**src/pin_mux_defines.vh**
```
// constants shared by the port function select design
`ifndef PIN_MUX_DEFINES_VH
`define PIN_MUX_DEFINES_VH

// ****************************************************************
// register indices (byte address is four times the index)
// ****************************************************************
`define PORT1_FSEL_IDX      8'h91
`define PORT3_FSEL_IDX      8'h93
`define PORT4_FSEL_IDX      8'h94
`define PORT1_LATCH_IDX     8'h90
`define PORT3_LATCH_IDX     8'hB0
`define PORT4_LATCH_IDX     8'hC0
`define PORT1_PINS_IDX      8'hA1
`define PORT3_PINS_IDX      8'hB1
`define PORT4_PINS_IDX      8'hC1

// ****************************************************************
// field layouts and reset values
// ****************************************************************
`define PORT1_FSEL_MASK     8'hF0
`define PORT3_FSEL_MASK     8'hC0
`define PORT4_FSEL_MASK     8'hFF
`define FSEL_RESET          8'h00
`define LATCH_RESET         8'hFF
`define PORT1_INPUT_ONLY    8'hF0
`define PORT3_INPUT_ONLY    8'h3C
`define PORT4_INPUT_ONLY    8'h00

// ****************************************************************
// bus constants
// ****************************************************************
`define AXI_ADDR_W          12
`define AXI_RESP_OKAY       2'h0
`define AXI_RESP_SLVERR     2'h2

`endif

```
**src/port_function_select.v**
```verilog
// port alternate function select with axi4-lite register access
// ****************************************************************
// ****************************************************************
`timescale 1ns/10ps
`include "pin_mux_defines.vh"
module port_function_select
(
  // clock and reset
  input  wire                   aclk,
  input  wire                   aresetn,
  // axi4-lite write address
  input  wire [`AXI_ADDR_W-1:0] awaddr,
  input  wire                   awvalid,
  output reg                    awready,
  // axi4-lite write data
  input  wire [31:0]            wdata,
  input  wire [3:0]             wstrb,
  input  wire                   wvalid,
  output reg                    wready,
  // axi4-lite write response
  output reg  [1:0]             bresp,
  output reg                    bvalid,
  input  wire                   bready,
  // axi4-lite read address
  input  wire [`AXI_ADDR_W-1:0] araddr,
  input  wire                   arvalid,
  output reg                    arready,
  // axi4-lite read data
  output reg  [31:0]            rdata,
  output reg  [1:0]             rresp,
  output reg                    rvalid,
  input  wire                   rready,
  // port 1 pins
  input  wire [7:0]             port1_pin_in,
  output reg  [7:0]             port1_pin_out,
  output reg  [7:0]             port1_pin_oe_n,
  // port 3 pins
  input  wire [7:0]             port3_pin_in,
  output reg  [7:0]             port3_pin_out,
  output reg  [7:0]             port3_pin_oe_n,
  // port 4 pins
  input  wire [7:0]             port4_pin_in,
  output reg  [7:0]             port4_pin_out,
  output reg  [7:0]             port4_pin_oe_n,
  // unit configuration enables
  input  wire                   timer2_en,
  input  wire                   uart2_en,
  input  wire                   uart_en,
  input  wire                   ext_int_en,
  input  wire                   timer_en,
  // peripheral output levels per pin
  input  wire [7:0]             port1_periph_out,
  input  wire [7:0]             port3_periph_out,
  input  wire [7:0]             port4_periph_out,
  // pin levels handed to peripherals
  output reg  [7:0]             port1_periph_in,
  output reg  [7:0]             port3_periph_in,
  output reg  [7:0]             port4_periph_in,
  // adc analog channel stand-ins
  output reg                    adc_channel_0_input,
  output reg                    adc_channel_1_input,
  output reg                    adc_channel_2_input,
  output reg                    adc_channel_3_input
);

  // ****************************************************************
  // register storage
  // ****************************************************************
  reg  [7:0]             port1_function_select; // port 1 selectors
  reg  [7:0]             port3_function_select; // port 3 selectors
  reg  [7:0]             port4_function_select; // port 4 selectors
  reg  [7:0]             port1_latch;           // port 1 data latch
  reg  [7:0]             port3_latch;           // port 3 data latch
  reg  [7:0]             port4_latch;           // port 4 data latch
  reg  [7:0]             port1_pins;            // sampled port 1 levels
  reg  [7:0]             port3_pins;            // sampled port 3 levels
  reg  [7:0]             port4_pins;            // sampled port 4 levels

  // ****************************************************************
  // bus state
  // ****************************************************************
  reg                    aw_held;  // write address captured
  reg                    w_held;   // write data captured
  reg  [`AXI_ADDR_W-1:0] aw_addr;  // captured write address
  reg  [31:0]            w_data;   // captured write data
  reg  [3:0]             w_strb;   // captured byte enables
  wire                   do_write; // commit the held write
  wire [7:0]             w_idx;    // word index of the write
  wire                   w_in_map; // write address in low window
  wire                   w_lane0;  // low byte lane enabled
  wire [7:0]             r_idx;    // word index of the read
  wire                   r_in_map; // read address in low window
  reg  [7:0]             r_byte;   // read mux result
  reg                    r_hit;    // read address mapped
  reg                    w_hit;    // write address writable

  // ****************************************************************
  // routing wires
  // ****************************************************************
  wire [23:0]            role_sel;     // effective role per pin
  wire [23:0]            input_only;   // roles that never drive
  wire [23:0]            latch_all;    // data latches joined
  wire [23:0]            periph_all;   // peripheral outputs joined
  wire [23:0]            pin_all;      // pin levels joined
  wire [23:0]            drive_low;    // pull-low decision per pin
  wire [23:0]            periph_in_all;// levels toward peripherals

  // ****************************************************************
  // effective role select per pin
  // ****************************************************************
  // port 1: unit enables on 0-3, selector bits on 4-7
  assign role_sel[1:0]   = {2{timer2_en}};
  assign role_sel[3:2]   = {2{uart2_en}};
  assign role_sel[7:4]   = port1_function_select[7:4];
  // port 3: unit enables on 0-5, i2c selectors on 6-7
  assign role_sel[9:8]   = {2{uart_en}};
  assign role_sel[11:10] = {2{ext_int_en}};
  assign role_sel[13:12] = {2{timer_en}};
  assign role_sel[15:14] = port3_function_select[7:6];
  // port 4: every bit is a selector (pwm, vsync, ddc)
  assign role_sel[23:16] = port4_function_select;

  // adc, interrupt and timer input roles only listen
  assign input_only = {`PORT4_INPUT_ONLY, `PORT3_INPUT_ONLY, `PORT1_INPUT_ONLY};

  // joined vectors for the pin cells
  assign latch_all  = {port4_latch, port3_latch, port1_latch};
  assign periph_all = {port4_periph_out, port3_periph_out, port1_periph_out};
  assign pin_all    = {port4_pin_in, port3_pin_in, port1_pin_in};

  // ****************************************************************
  // one routing cell per pin
  // ****************************************************************
  genvar gi;
  generate
    for (gi = 0; gi < 24; gi = gi + 1)
    begin : g_pin
      port_pin_route u_route
      (
        .role_sel        (role_sel[gi]),
        .role_input_only (input_only[gi]),
        .gpio_latch      (latch_all[gi]),
        .periph_out      (periph_all[gi]),
        .pin_level       (pin_all[gi]),
        .drive_low       (drive_low[gi]),
        .periph_in       (periph_in_all[gi])
      );
    end
  endgenerate

  // ****************************************************************
  // pin and peripheral outputs, registered
  // ****************************************************************
  // pins are released during reset; released means pulled high
  always @(posedge aclk)
  begin
    if (!aresetn)
    begin
      port1_pin_out       <= 8'h00;
      port3_pin_out       <= 8'h00;
      port4_pin_out       <= 8'h00;
      port1_pin_oe_n      <= 8'hFF;
      port3_pin_oe_n      <= 8'hFF;
      port4_pin_oe_n      <= 8'hFF;
      port1_periph_in     <= 8'hFF;
      port3_periph_in     <= 8'hFF;
      port4_periph_in     <= 8'hFF;
      adc_channel_0_input <= 1'b0;
      adc_channel_1_input <= 1'b0;
      adc_channel_2_input <= 1'b0;
      adc_channel_3_input <= 1'b0;
      port1_pins          <= 8'h00;
      port3_pins          <= 8'h00;
      port4_pins          <= 8'h00;
    end
    else
    begin
      // open-drain drive: the pin is only ever pulled low
      port1_pin_out       <= 8'h00;
      port3_pin_out       <= 8'h00;
      port4_pin_out       <= 8'h00;
      port1_pin_oe_n      <= ~drive_low[7:0];
      port3_pin_oe_n      <= ~drive_low[15:8];
      port4_pin_oe_n      <= ~drive_low[23:16];
      // levels toward peripherals, idle high outside the role
      port1_periph_in     <= periph_in_all[7:0];
      port3_periph_in     <= periph_in_all[15:8];
      port4_periph_in     <= periph_in_all[23:16];
      // adc channels see the pin only while selected
      adc_channel_0_input <= port1_function_select[4] & port1_pin_in[4];
      adc_channel_1_input <= port1_function_select[5] & port1_pin_in[5];
      adc_channel_2_input <= port1_function_select[6] & port1_pin_in[6];
      adc_channel_3_input <= port1_function_select[7] & port1_pin_in[7];
      // pin read path for software
      port1_pins          <= port1_pin_in;
      port3_pins          <= port3_pin_in;
      port4_pins          <= port4_pin_in;
    end
  end

  // ****************************************************************
  // address decode
  // ****************************************************************
  assign w_idx    = aw_addr[9:2];
  assign w_in_map = (aw_addr[11:10] == 2'h0);
  assign w_lane0  = w_strb[0];
  assign do_write = aw_held & w_held & ~bvalid;
  assign r_idx    = araddr[9:2];
  assign r_in_map = (araddr[11:10] == 2'h0);

  // writable registers; ports 0 and 2 have no latch here
  always @*
  begin
    w_hit = 1'b0;
    if (w_in_map)
    begin
      case (w_idx)
        `PORT1_FSEL_IDX,
        `PORT3_FSEL_IDX,
        `PORT4_FSEL_IDX,
        `PORT1_LATCH_IDX,
        `PORT3_LATCH_IDX,
        `PORT4_LATCH_IDX : w_hit = 1'b1;
        default          : w_hit = 1'b0;
      endcase
    end
  end

  // read mux; reserved select bits come back as zero
  always @*
  begin
    r_byte = 8'h00;
    r_hit  = 1'b0;
    if (r_in_map)
    begin
      r_hit = 1'b1;
      case (r_idx)
        `PORT1_FSEL_IDX  : r_byte = port1_function_select;
        `PORT3_FSEL_IDX  : r_byte = port3_function_select;
        `PORT4_FSEL_IDX  : r_byte = port4_function_select;
        `PORT1_LATCH_IDX : r_byte = port1_latch;
        `PORT3_LATCH_IDX : r_byte = port3_latch;
        `PORT4_LATCH_IDX : r_byte = port4_latch;
        `PORT1_PINS_IDX  : r_byte = port1_pins;
        `PORT3_PINS_IDX  : r_byte = port3_pins;
        `PORT4_PINS_IDX  : r_byte = port4_pins;
        default          : r_hit  = 1'b0;
      endcase
    end
  end

  // ****************************************************************
  // write channels: address and data in either order
  // ****************************************************************
  always @(posedge aclk)
  begin
    if (!aresetn)
    begin
      awready <= 1'b0;
      wready  <= 1'b0;
      aw_held <= 1'b0;
      w_held  <= 1'b0;
      aw_addr <= {`AXI_ADDR_W{1'b0}};
      w_data  <= 32'h00000000;
      w_strb  <= 4'h0;
      bvalid  <= 1'b0;
      bresp   <= `AXI_RESP_OKAY;
    end
    else
    begin
      // capture address, then refuse until the response is taken
      if (awready && awvalid)
      begin
        aw_held <= 1'b1;
        aw_addr <= awaddr;
        awready <= 1'b0;
      end
      else if (!aw_held && !bvalid)
        awready <= 1'b1;
      // capture data the same way
      if (wready && wvalid)
      begin
        w_held <= 1'b1;
        w_data <= wdata;
        w_strb <= wstrb;
        wready <= 1'b0;
      end
      else if (!w_held && !bvalid)
        wready <= 1'b1;
      // both halves present: commit and answer
      if (do_write)
      begin
        aw_held <= 1'b0;
        w_held  <= 1'b0;
        bvalid  <= 1'b1;
        bresp   <= w_hit ? `AXI_RESP_OKAY : `AXI_RESP_SLVERR;
      end
      else if (bvalid && bready)
        bvalid <= 1'b0;
    end
  end

  // ****************************************************************
  // register writes
  // ****************************************************************
  // reset puts every selector pin back to plain i/o; pins owned by unit enables follow their enables
  always @(posedge aclk)
  begin
    if (!aresetn)
    begin
      port1_function_select <= `FSEL_RESET;
      port3_function_select <= `FSEL_RESET;
      port4_function_select <= `FSEL_RESET;
      port1_latch           <= `LATCH_RESET;
      port3_latch           <= `LATCH_RESET;
      port4_latch           <= `LATCH_RESET;
    end
    else if (do_write && w_in_map && w_lane0)
    begin
      case (w_idx)
        `PORT1_FSEL_IDX  : port1_function_select <= w_data[7:0] & `PORT1_FSEL_MASK;
        `PORT3_FSEL_IDX  : port3_function_select <= w_data[7:0] & `PORT3_FSEL_MASK;
        `PORT4_FSEL_IDX  : port4_function_select <= w_data[7:0] & `PORT4_FSEL_MASK;
        `PORT1_LATCH_IDX : port1_latch           <= w_data[7:0];
        `PORT3_LATCH_IDX : port3_latch           <= w_data[7:0];
        `PORT4_LATCH_IDX : port4_latch           <= w_data[7:0];
        default          : port1_latch           <= port1_latch;
      endcase
    end
  end

  // ****************************************************************
  // read channel
  // ****************************************************************
  always @(posedge aclk)
  begin
    if (!aresetn)
    begin
      arready <= 1'b0;
      rvalid  <= 1'b0;
      rdata   <= 32'h00000000;
      rresp   <= `AXI_RESP_OKAY;
    end
    else if (arready && arvalid)
    begin
      // answer one cycle after the address is taken
      arready <= 1'b0;
      rvalid  <= 1'b1;
      rdata   <= {24'h000000, r_byte};
      rresp   <= r_hit ? `AXI_RESP_OKAY : `AXI_RESP_SLVERR;
    end
    else if (rvalid)
    begin
      // hold data until the master takes it
      if (rready)
      begin
        rvalid  <= 1'b0;
        arready <= 1'b1;
      end
    end
    else
      arready <= 1'b1;
  end

endmodule // port_function_select

```
**src/port_pin_route.v**
```verilog
// one pin of the function select: picks plain i/o or the peripheral role
`timescale 1ns/10ps
module port_pin_route
(
  // selection
  input  wire role_sel,        // peripheral role active
  input  wire role_input_only, // role only listens to the pin
  // data sources
  input  wire gpio_latch,      // port data latch bit
  input  wire periph_out,      // level the peripheral wants on the pin
  input  wire pin_level,       // pin level straight from the pad, not registered
  // results
  output wire drive_low,       // pull the pin low
  output wire periph_in        // level handed to the peripheral
);

  // ****************************************************************
  // drive: latch alone in plain mode, peripheral only in its role
  // ****************************************************************
  assign drive_low = role_sel ? (~role_input_only & ~periph_out)
                              : ~gpio_latch;

  // peripheral sees idle high unless its role owns the pin
  assign periph_in = role_sel ? pin_level : 1'b1;

endmodule // port_pin_route

```
**config.mk**
```make
export PLATFORM = sky130hd
export DESIGN_NAME = port_function_select
export DESIGN_NICKNAME = d
export VERILOG_FILES = /design/src/port_function_select.v /design/src/port_pin_route.v
export VERILOG_INCLUDE_DIRS = /design/src /design/src/src
export SDC_FILE = /design/constraint.sdc
export NUM_CORES = 1
export LEC_CHECK = 0
export ABC_CLOCK_PERIOD_IN_PS = 2260
export CAP_MARGIN = 20
export CORE_ASPECT_RATIO = 1.5
export CORE_MARGIN = 1
export CORE_UTILIZATION = 60
export CTS_BUF_LIST = sky130_fd_sc_hd__clkbuf_8
export DETAILED_ROUTE_END_ITERATION = 10
export DONT_BUFFER_PORTS = 1
export PLACE_DENSITY = 0.76
export SETUP_SLACK_MARGIN = 0.5
export SYNTH_ARGS = -nofsm -noshare
export SYNTH_HDL_FRONTEND = slang
export SYNTH_HIERARCHICAL = 1
export SYNTH_SLANG_ARGS = --single-unit
```
**constraint.sdc**
```tcl
create_clock -name aclk -period 2.26 [get_ports aclk]
set_input_delay 0.113 -clock aclk [delete_from_list [all_inputs] [get_ports aclk]]
set_output_delay 0.113 -clock aclk [all_outputs]
set_load 0.03 [all_outputs]
```
After elaboration in Yosys (flattened, before gate mapping) --
Index checks and enable logic that the tools add are counted.
Cells by class: equality and inequality tests 16, bitwise logic cells 51, multiplexer cells 39, reductions and logical operators 45
Operators with widths (number):
- 8-bit equality test, second input constant | 15
- 8-bit one-hot mux with 9 select lines | 1
- 2-bit AND reduction | 25
- 1-bit inverter | 42
- 1-bit 2-to-1 mux | 35
- 8-bit inverter | 3
- 9-bit OR reduction | 1
- 1-bit logical AND | 8
- 8-bit 2-to-1 mux | 1
- 2-bit OR reduction | 4
- 1-bit AND | 6
- 6-bit OR reduction | 1
- 2-bit logical NOT | 2
- 2-bit 2-to-1 mux | 2
- 1-bit logical NOT | 3
- 2-bit by 1-bit != test with 1-bit output, second input constant | 1
- 2-bit nonzero test | 1
Storage, ports and cells: input bits 120, logic and storage cells 199, output and inout bits 117, register bits 154

Logic depth before layout (Yosys ltp) --
word-level depth 5, depth in mapped cells 7, mapped depth without buffers 5

By module --
The synthesis kept the hierarchy.
By module, submodules not included:
- port_function_select | area each 5724.2 µm², instances 1, cells each 609
- port_pin_route | area each 18.8 µm², instances 24, cells each 3

Worst setup path after synthesis --
No wires, ideal clock.
path kind register -> register, from register aw_addr[10], to register port4_latch[0], clock period less this slack 1.875 ns, arrival time 1.745 ns, buffers on the path 0, stages on the path, launching flop included 6, path slack 0.385 ns, data required time 2.130 ns, cell sequence dfxtp_1 -> or4b_4 -> or2_4 -> nor3_4 -> mux2i_1 -> nand2_1
On the way: longest elaborated chain between the ends 4
Ends and longest elaborated chain:
- start: declaration | line port_function_select.v:84 | reg [`AXI_ADDR_W-1:0] aw_addr;
- start signal: assignment | line port_function_select.v:263 | aw_addr <= {`AXI_ADDR_W{1'b0}};
- start signal: assignment | line port_function_select.v:275 | aw_addr <= awaddr;
- 2-bit logical NOT | line port_function_select.v:205 | assign w_in_map = (aw_addr[11:10] == 2'h0);
- 1-bit logical AND (2 in a row) | line port_function_select.v:318 | else if (do_write && w_in_map && w_lane0)
- 2-bit AND reduction (no line)
- end signal: assignment | line port_function_select.v:316 | port4_latch <= `LATCH_RESET;
- end signal: assignment | line port_function_select.v:326 | `PORT4_LATCH_IDX : port4_latch <= w_data[7:0];
- end: declaration | line port_function_select.v:74 | reg [7:0] port4_latch;
Every way passes these cells. A chain may end at the register's enable or synchronous reset.

Worst setup path after layout --
from register aw_addr[11], to register port4_latch[5]
The elaborated chain is that of the path after synthesis.

==> flow_summary.html <==
<table>
<tr><th>Metric</th><th>Value</th></tr>
<tr><th colspan="2">Setup path</th></tr>
<tr><td>Slowest cell on the critical path</td><td>sky130_fd_sc_hd__or4b_4</td></tr>
<tr><td>Worst stage delay on the critical path</td><td>0.57 ns</td></tr>
<tr><td>Capturing element type of the critical path</td><td>flip-flop</td></tr>
<tr><td>Crit path from</td><td>aw_addr[11]</td></tr>
<tr><td>Cells along the critical path</td><td>or4b_4 &gt; or2_4 &gt; nor3_4 &gt; buf_6 &gt; mux2i_1 &gt; nand2_1</td></tr>
<tr><td>CP delay by family, top</td><td>simple AND/OR/NAND/NOR gates</td></tr>
<tr><td>Arrival time of the worst setup path</td><td>2.23 ns</td></tr>
<tr><td>Crit Path Max Fanout</td><td>8</td></tr>
<tr><td>Critical R2R Launch</td><td>aw_addr[11]</td></tr>
<tr><td>Reg-to-reg slack, setup</td><td>about 0.39 ns</td></tr>
<tr><td>Critical path type</td><td>flip-flop to flip-flop</td></tr>
<tr><td>Cell depth of the worst setup path</td><td>6</td></tr>
<tr><td>Startpoint kind of the worst setup timing path</td><td>flip-flop</td></tr>
<tr><td>Worst setup path endpoint</td><td>port4_latch[5]</td></tr>
<tr><td>Path depth of the worst reg2reg path</td><td>6</td></tr>
<tr><td>Bufs and invs on worst path</td><td>1</td></tr>
<tr><td>Data required time of the worst path</td><td>2.62 ns</td></tr>
<tr><td>Worst reg2reg endpoint</td><td>port4_latch[5]</td></tr>
<tr><th colspan="2">Die</th></tr>
<tr><td>Die Height</td><td>126 um</td></tr>
<tr><td>Initial Util</td><td>0.613</td></tr>
<tr><td>Number of standard-cell rows in the floorplan</td><td>between 40 and 50</td></tr>
<tr><td>Core area</td><td>slightly above 10000 sq um</td></tr>
<tr><td>Die footprint</td><td>roughly 11000 sq um</td></tr>
<tr><td>Count of pins on the block boundary</td><td>about 240</td></tr>
<tr><td>Horizontal die dimension</td><td>about 85 um</td></tr>
<tr><th colspan="2">Layout</th></tr>
<tr><td>Fin nets</td><td>around 950</td></tr>
<tr><td>Final Instance Count excl. Fillers</td><td>959</td></tr>
<tr><td>Layout cell share with drive strength beyond 1</td><td>0.0595</td></tr>
<tr><td>Fraction of the core area covered by cells at the end of the flow</td><td>0.779</td></tr>
<tr><td>Combined flip-flop and latch cell area</td><td>3000 sq um</td></tr>
<tr><td>Area of the multi-input gates</td><td>2940 sq um</td></tr>
<tr><td>Number of inserted filler cells in the final layout</td><td>655</td></tr>
<tr><td>Area delta synth-&gt;final</td><td>27.1%</td></tr>
<tr><th colspan="2">Detailed routing</th></tr>
<tr><td>DRC violation total after the first TritonRoute iteration</td><td>about 330</td></tr>
<tr><td>Vias per std cell</td><td>around 5.5</td></tr>
<tr><td>Wire length reported by the detailed router</td><td>17100 um</td></tr>
<tr><td>DRC violations left</td><td>16</td></tr>
<tr><td>Post-DRT Antenna Nets</td><td>0</td></tr>
<tr><td>Initial DRT Pass Iterations</td><td>10</td></tr>
<tr><td>Wire length per cell</td><td>between 15 and 20 um</td></tr>
<tr><td>Total number of vias</td><td>5304</td></tr>
<tr><th colspan="2">Timing</th></tr>
<tr><td>Final period demand of the worst path</td><td>1.87 ns</td></tr>
<tr><td>Setup TNS</td><td>0 ns</td></tr>
<tr><td>Highest clock frequency the design can meet</td><td>roughly 530 MHz</td></tr>
<tr><td>Final cycle utilization of the critical path</td><td>0.828</td></tr>
<tr><td>Fin Clk Skew</td><td>roughly 0.015 ns</td></tr>
<tr><td>Setup-failing EPs final</td><td>0</td></tr>
<tr><td>Final number of hold-violating endpoints</td><td>25</td></tr>
<tr><td>Number of max-slew violations in the final report</td><td>0</td></tr>
<tr><td>Worst slew margin</td><td>0.490</td></tr>
<tr><td>Hold Worst Slack</td><td>-0.245 ns</td></tr>
<tr><td>Setup repair after global routing missed its margin</td><td>yes</td></tr>
<tr><td>Slew at the pin closest to its max-slew limit</td><td>between 0.7 and 0.8 ns</td></tr>
<tr><th colspan="2">Pwr</th></tr>
<tr><td>Total power draw</td><td>5.28 mW</td></tr>
<tr><td>PD cells</td><td>slightly below 700 nW/um^2</td></tr>
<tr><td>Worst VDD drop</td><td>~0.42 mV</td></tr>
<tr><td>Relative contribution of sequential cells to total power</td><td>0.529</td></tr>
<tr><td>Internal Pwr Total</td><td>between 3 and 4 mW</td></tr>
<tr><td>Static leakage power</td><td>~3.2 nW</td></tr>
<tr><td>Net load switching power</td><td>1.45 mW</td></tr>
<tr><td>Logic gate share of total power</td><td>0.085</td></tr>
<tr><td>Sw Share</td><td>0.275</td></tr>
<tr><td>Clock group share of total power</td><td>0.386</td></tr>
<tr><th colspan="2">Yosys</th></tr>
<tr><td>Cell types with the highest counts after synthesis</td><td>sky130_fd_sc_hd__dfxtp_1, sky130_fd_sc_hd__nand2_1, sky130_fd_sc_hd__nand2b_1, sky130_fd_sc_hd__buf_4, sky130_fd_sc_hd__mux2i_1</td></tr>
<tr><td>Number of enable-type register cells in the synthesized netlist</td><td>0</td></tr>
<tr><td>Most frequent cell after synthesis</td><td>sky130_fd_sc_hd__dfxtp_1</td></tr>
<tr><td>Synth Register Bits</td><td>150</td></tr>
<tr><td>Summed instance area of the synthesized netlist</td><td>approximately 6200 sq um</td></tr>
<tr><td>Post-synthesis cell count</td><td>~700</td></tr>
<tr><td>Sequential-to-total area share from yosys stat</td><td>0.486</td></tr>
<tr><td>Cell type with the highest aggregate area in the netlist</td><td>sky130_fd_sc_hd__dfxtp_1</td></tr>
<tr><td>Number of distinct library cell variants in the gate-level netlist after synthesis</td><td>48</td></tr>
<tr><td>Ys flop type</td><td>sky130_fd_sc_hd__dfxtp_1</td></tr>
<tr><td>Yosys Warn Count</td><td>6</td></tr>
<tr><td>Cell types occupying the most area after synthesis</td><td>sky130_fd_sc_hd__dfxtp_1, sky130_fd_sc_hd__nand2b_1, sky130_fd_sc_hd__mux2i_1</td></tr>
<tr><td>Post-Syn Area per Cell</td><td>9.07 sq um</td></tr>
<tr><td>Fraction of synthesis flops using an asynchronous set or reset pin</td><td>0</td></tr>
<tr><td>Area share of the leading cell type in the synthesized netlist</td><td>0.486</td></tr>
<tr><th colspan="2">Run status</th></tr>
<tr><td>Outcome</td><td>finished, violations left</td></tr>
<tr><td>Violated checks</td><td>design-rule violations, negative hold slack</td></tr>
<tr><th colspan="2">Global route</th></tr>
<tr><td>Global-route wire length before repair</td><td>about 26000 um</td></tr>
<tr><td>Grt total ovfl</td><td>0</td></tr>
<tr><td>Gr usage total</td><td>0.322</td></tr>
<tr><td>Via count of the first global-routing pass</td><td>around 5200</td></tr>
<tr><td>Number of antenna violations at the first check in global routing</td><td>1</td></tr>
<tr><td>Pin count of the biggest net entering global routing</td><td>104</td></tr>
<tr><th colspan="2">Clocking</th></tr>
<tr><td>Sinks on the clock net</td><td>150</td></tr>
<tr><td>Reg clk slew, reported paths</td><td>0.09 ns</td></tr>
<tr><td>Deepest clock path buffer count</td><td>2</td></tr>
<tr><td>Deepest level of the CTS H-tree</td><td>4</td></tr>
<tr><td>CTS tree</td><td>done</td></tr>
<tr><td>Hold buffer count at cts</td><td>128</td></tr>
<tr><td>CTS Root Cell</td><td>sky130_fd_sc_hd__clkbuf_8</td></tr>
<tr><td>TritonCTS buffer count</td><td>17</td></tr>
<tr><td>Skew-Pair Late Insertion Delay</td><td>around 0.47 ns</td></tr>
<tr><th colspan="2">Flow run</th></tr>
<tr><td>Max-capacitance violation count</td><td>0</td></tr>
<tr><th colspan="2">Placement</th></tr>
<tr><td>Placed cell count</td><td>around 800</td></tr>
<tr><td>IO Port Bufs</td><td>0</td></tr>
<tr><td>Last weighted congestion value of the routability-driven placer</td><td>just over 0.8</td></tr>
<tr><td>Total half-perimeter wirelength after legalization and detailed placement</td><td>just under 10000 um</td></tr>
<tr><th colspan="2">Min path</th></tr>
<tr><td>Hold Crit Class</td><td>primary input to flip-flop</td></tr>
<tr><td>Number of cells traversed by the worst hold path</td><td>1</td></tr>
<tr><td>Hold_sp</td><td>aresetn</td></tr>
</table>
-- stage by stage --
step	area [sq um]	hold slack, ns	worst slack (ns)
floorplan	6440	0.235	0.385
global placement	6150	0.186	0.416
detailed placement	6150	0.189	0.369
CTS	7850	-0.294	0.384
global route	7850	-0.302	0.323
finish	7850	-0.245	0.388
-- flip-flops by register name, indices dropped and copies added, names as in the netlist, 2 cells and up --
register and count:
aw_addr 10, port1_latch 8, port1_periph_in 8, port1_pin_oe_n 8
port1_pins 8, port3_latch 8, port3_periph_in 8, port3_pin_oe_n 8
port3_pins 8, port4_function_select 8, port4_latch 8, port4_periph_in 8
port4_pin_oe_n 8, port4_pins 8, rdata 8, w_data 8
port1_function_select 4, port3_function_select 2
-- routing by layer --
metal  vias to the layer above  GRT usage  wire (um)
met5                         -          0          0
met4                         0      0.146        582
met3                        55      0.112       1440
met2                       270      0.588       8830
met1                      2503      0.327       6200
li1                       2476          -          -
-- repair_timing --
| action | 4_1_cts | 5_1_grt |
|---|---|---|
| cloned | 0 | 0 |
| buffers inserted | 0 | 0 |
| pin swaps | 1 | 2 |
| gates resized for setup | 6 | 1 |
| endpoints found under the setup margin | 36 | 38 |
| hold endpoints to repair | 129 | 24 |
-- power by group through the flow --
stage / clock network, mW / registers, mW / logic, mW
5_1_grt: 2.16 / 2.80 / 0.481
4_1_cts: 2.04 / 2.79 / 0.428
6_report: 2.04 / 2.79 / 0.450
2_1_floorplan: 0 / 2.84 / 0.375
3_3_place_gp: 0 / 2.85 / 0.299
3_5_place_dp: 0 / 2.85 / 0.306
-- worst min path at each step --
stage                     endpoint  slack, ns
floorplan            port1_pins[4]       0.23
global placement    port3_latch[3]       0.19
detailed placement  port4_latch[2]       0.19
CTS                 port3_latch[1]      -0.29
global route        port4_latch[2]      -0.30
finish              port3_latch[1]      -0.25
-- cell usage in the layout (no fill, tap or decap), types with 4 or more instances in the layout --
cell                            synthesis  layout
sky130_fd_sc_hd__nand3_1               14      14
sky130_fd_sc_hd__o22ai_1               28      28
sky130_fd_sc_hd__a211oi_1               7       7
sky130_fd_sc_hd__o21ai_0               10      10
sky130_fd_sc_hd__a21oi_1               27      27
sky130_fd_sc_hd__and3_1                 5       5
sky130_fd_sc_hd__nand2b_1              74      74
sky130_fd_sc_hd__nand4_1                6       6
sky130_fd_sc_hd__dfxtp_1              150     150
sky130_fd_sc_hd__and2_1                27      26
sky130_fd_sc_hd__nand2_1              114     114
sky130_fd_sc_hd__nor2_1                32      32
sky130_fd_sc_hd__conb_1                 2      74
sky130_fd_sc_hd__nand3b_1               8       8
sky130_fd_sc_hd__clkbuf_8               0      18
sky130_fd_sc_hd__mux2i_1               46      46
sky130_fd_sc_hd__dlygate4sd3_1          0     128
sky130_fd_sc_hd__inv_1                  8       8
sky130_fd_sc_hd__nor2b_1                4       4
sky130_fd_sc_hd__inv_6                  0       4
-- area by class of cell --
cell class | instances | area share
clock inverter | 14 | 0.0180
sequential | 150 | 0.383
antenna | 1 | 0.000319
timing repair buffer | 134 | 0.170
clock buffer | 18 | 0.0316
inverter | 8 | 0.00383
tap | 117 | 0.0187
multi-input combinational | 517 | 0.375
-- kinds of logic after synthesis --
logic type | share of synthesized area
and+or+nand+nor | 0.257
xor gates and xnor gates | 0.00142
muxes | 0.0800
buffers and inverters | 0.0839
AOI/OAI and AO/OA | 0.0902
DFF | 0.486
other | 0.00122
(Power assumes the default switching activity.)
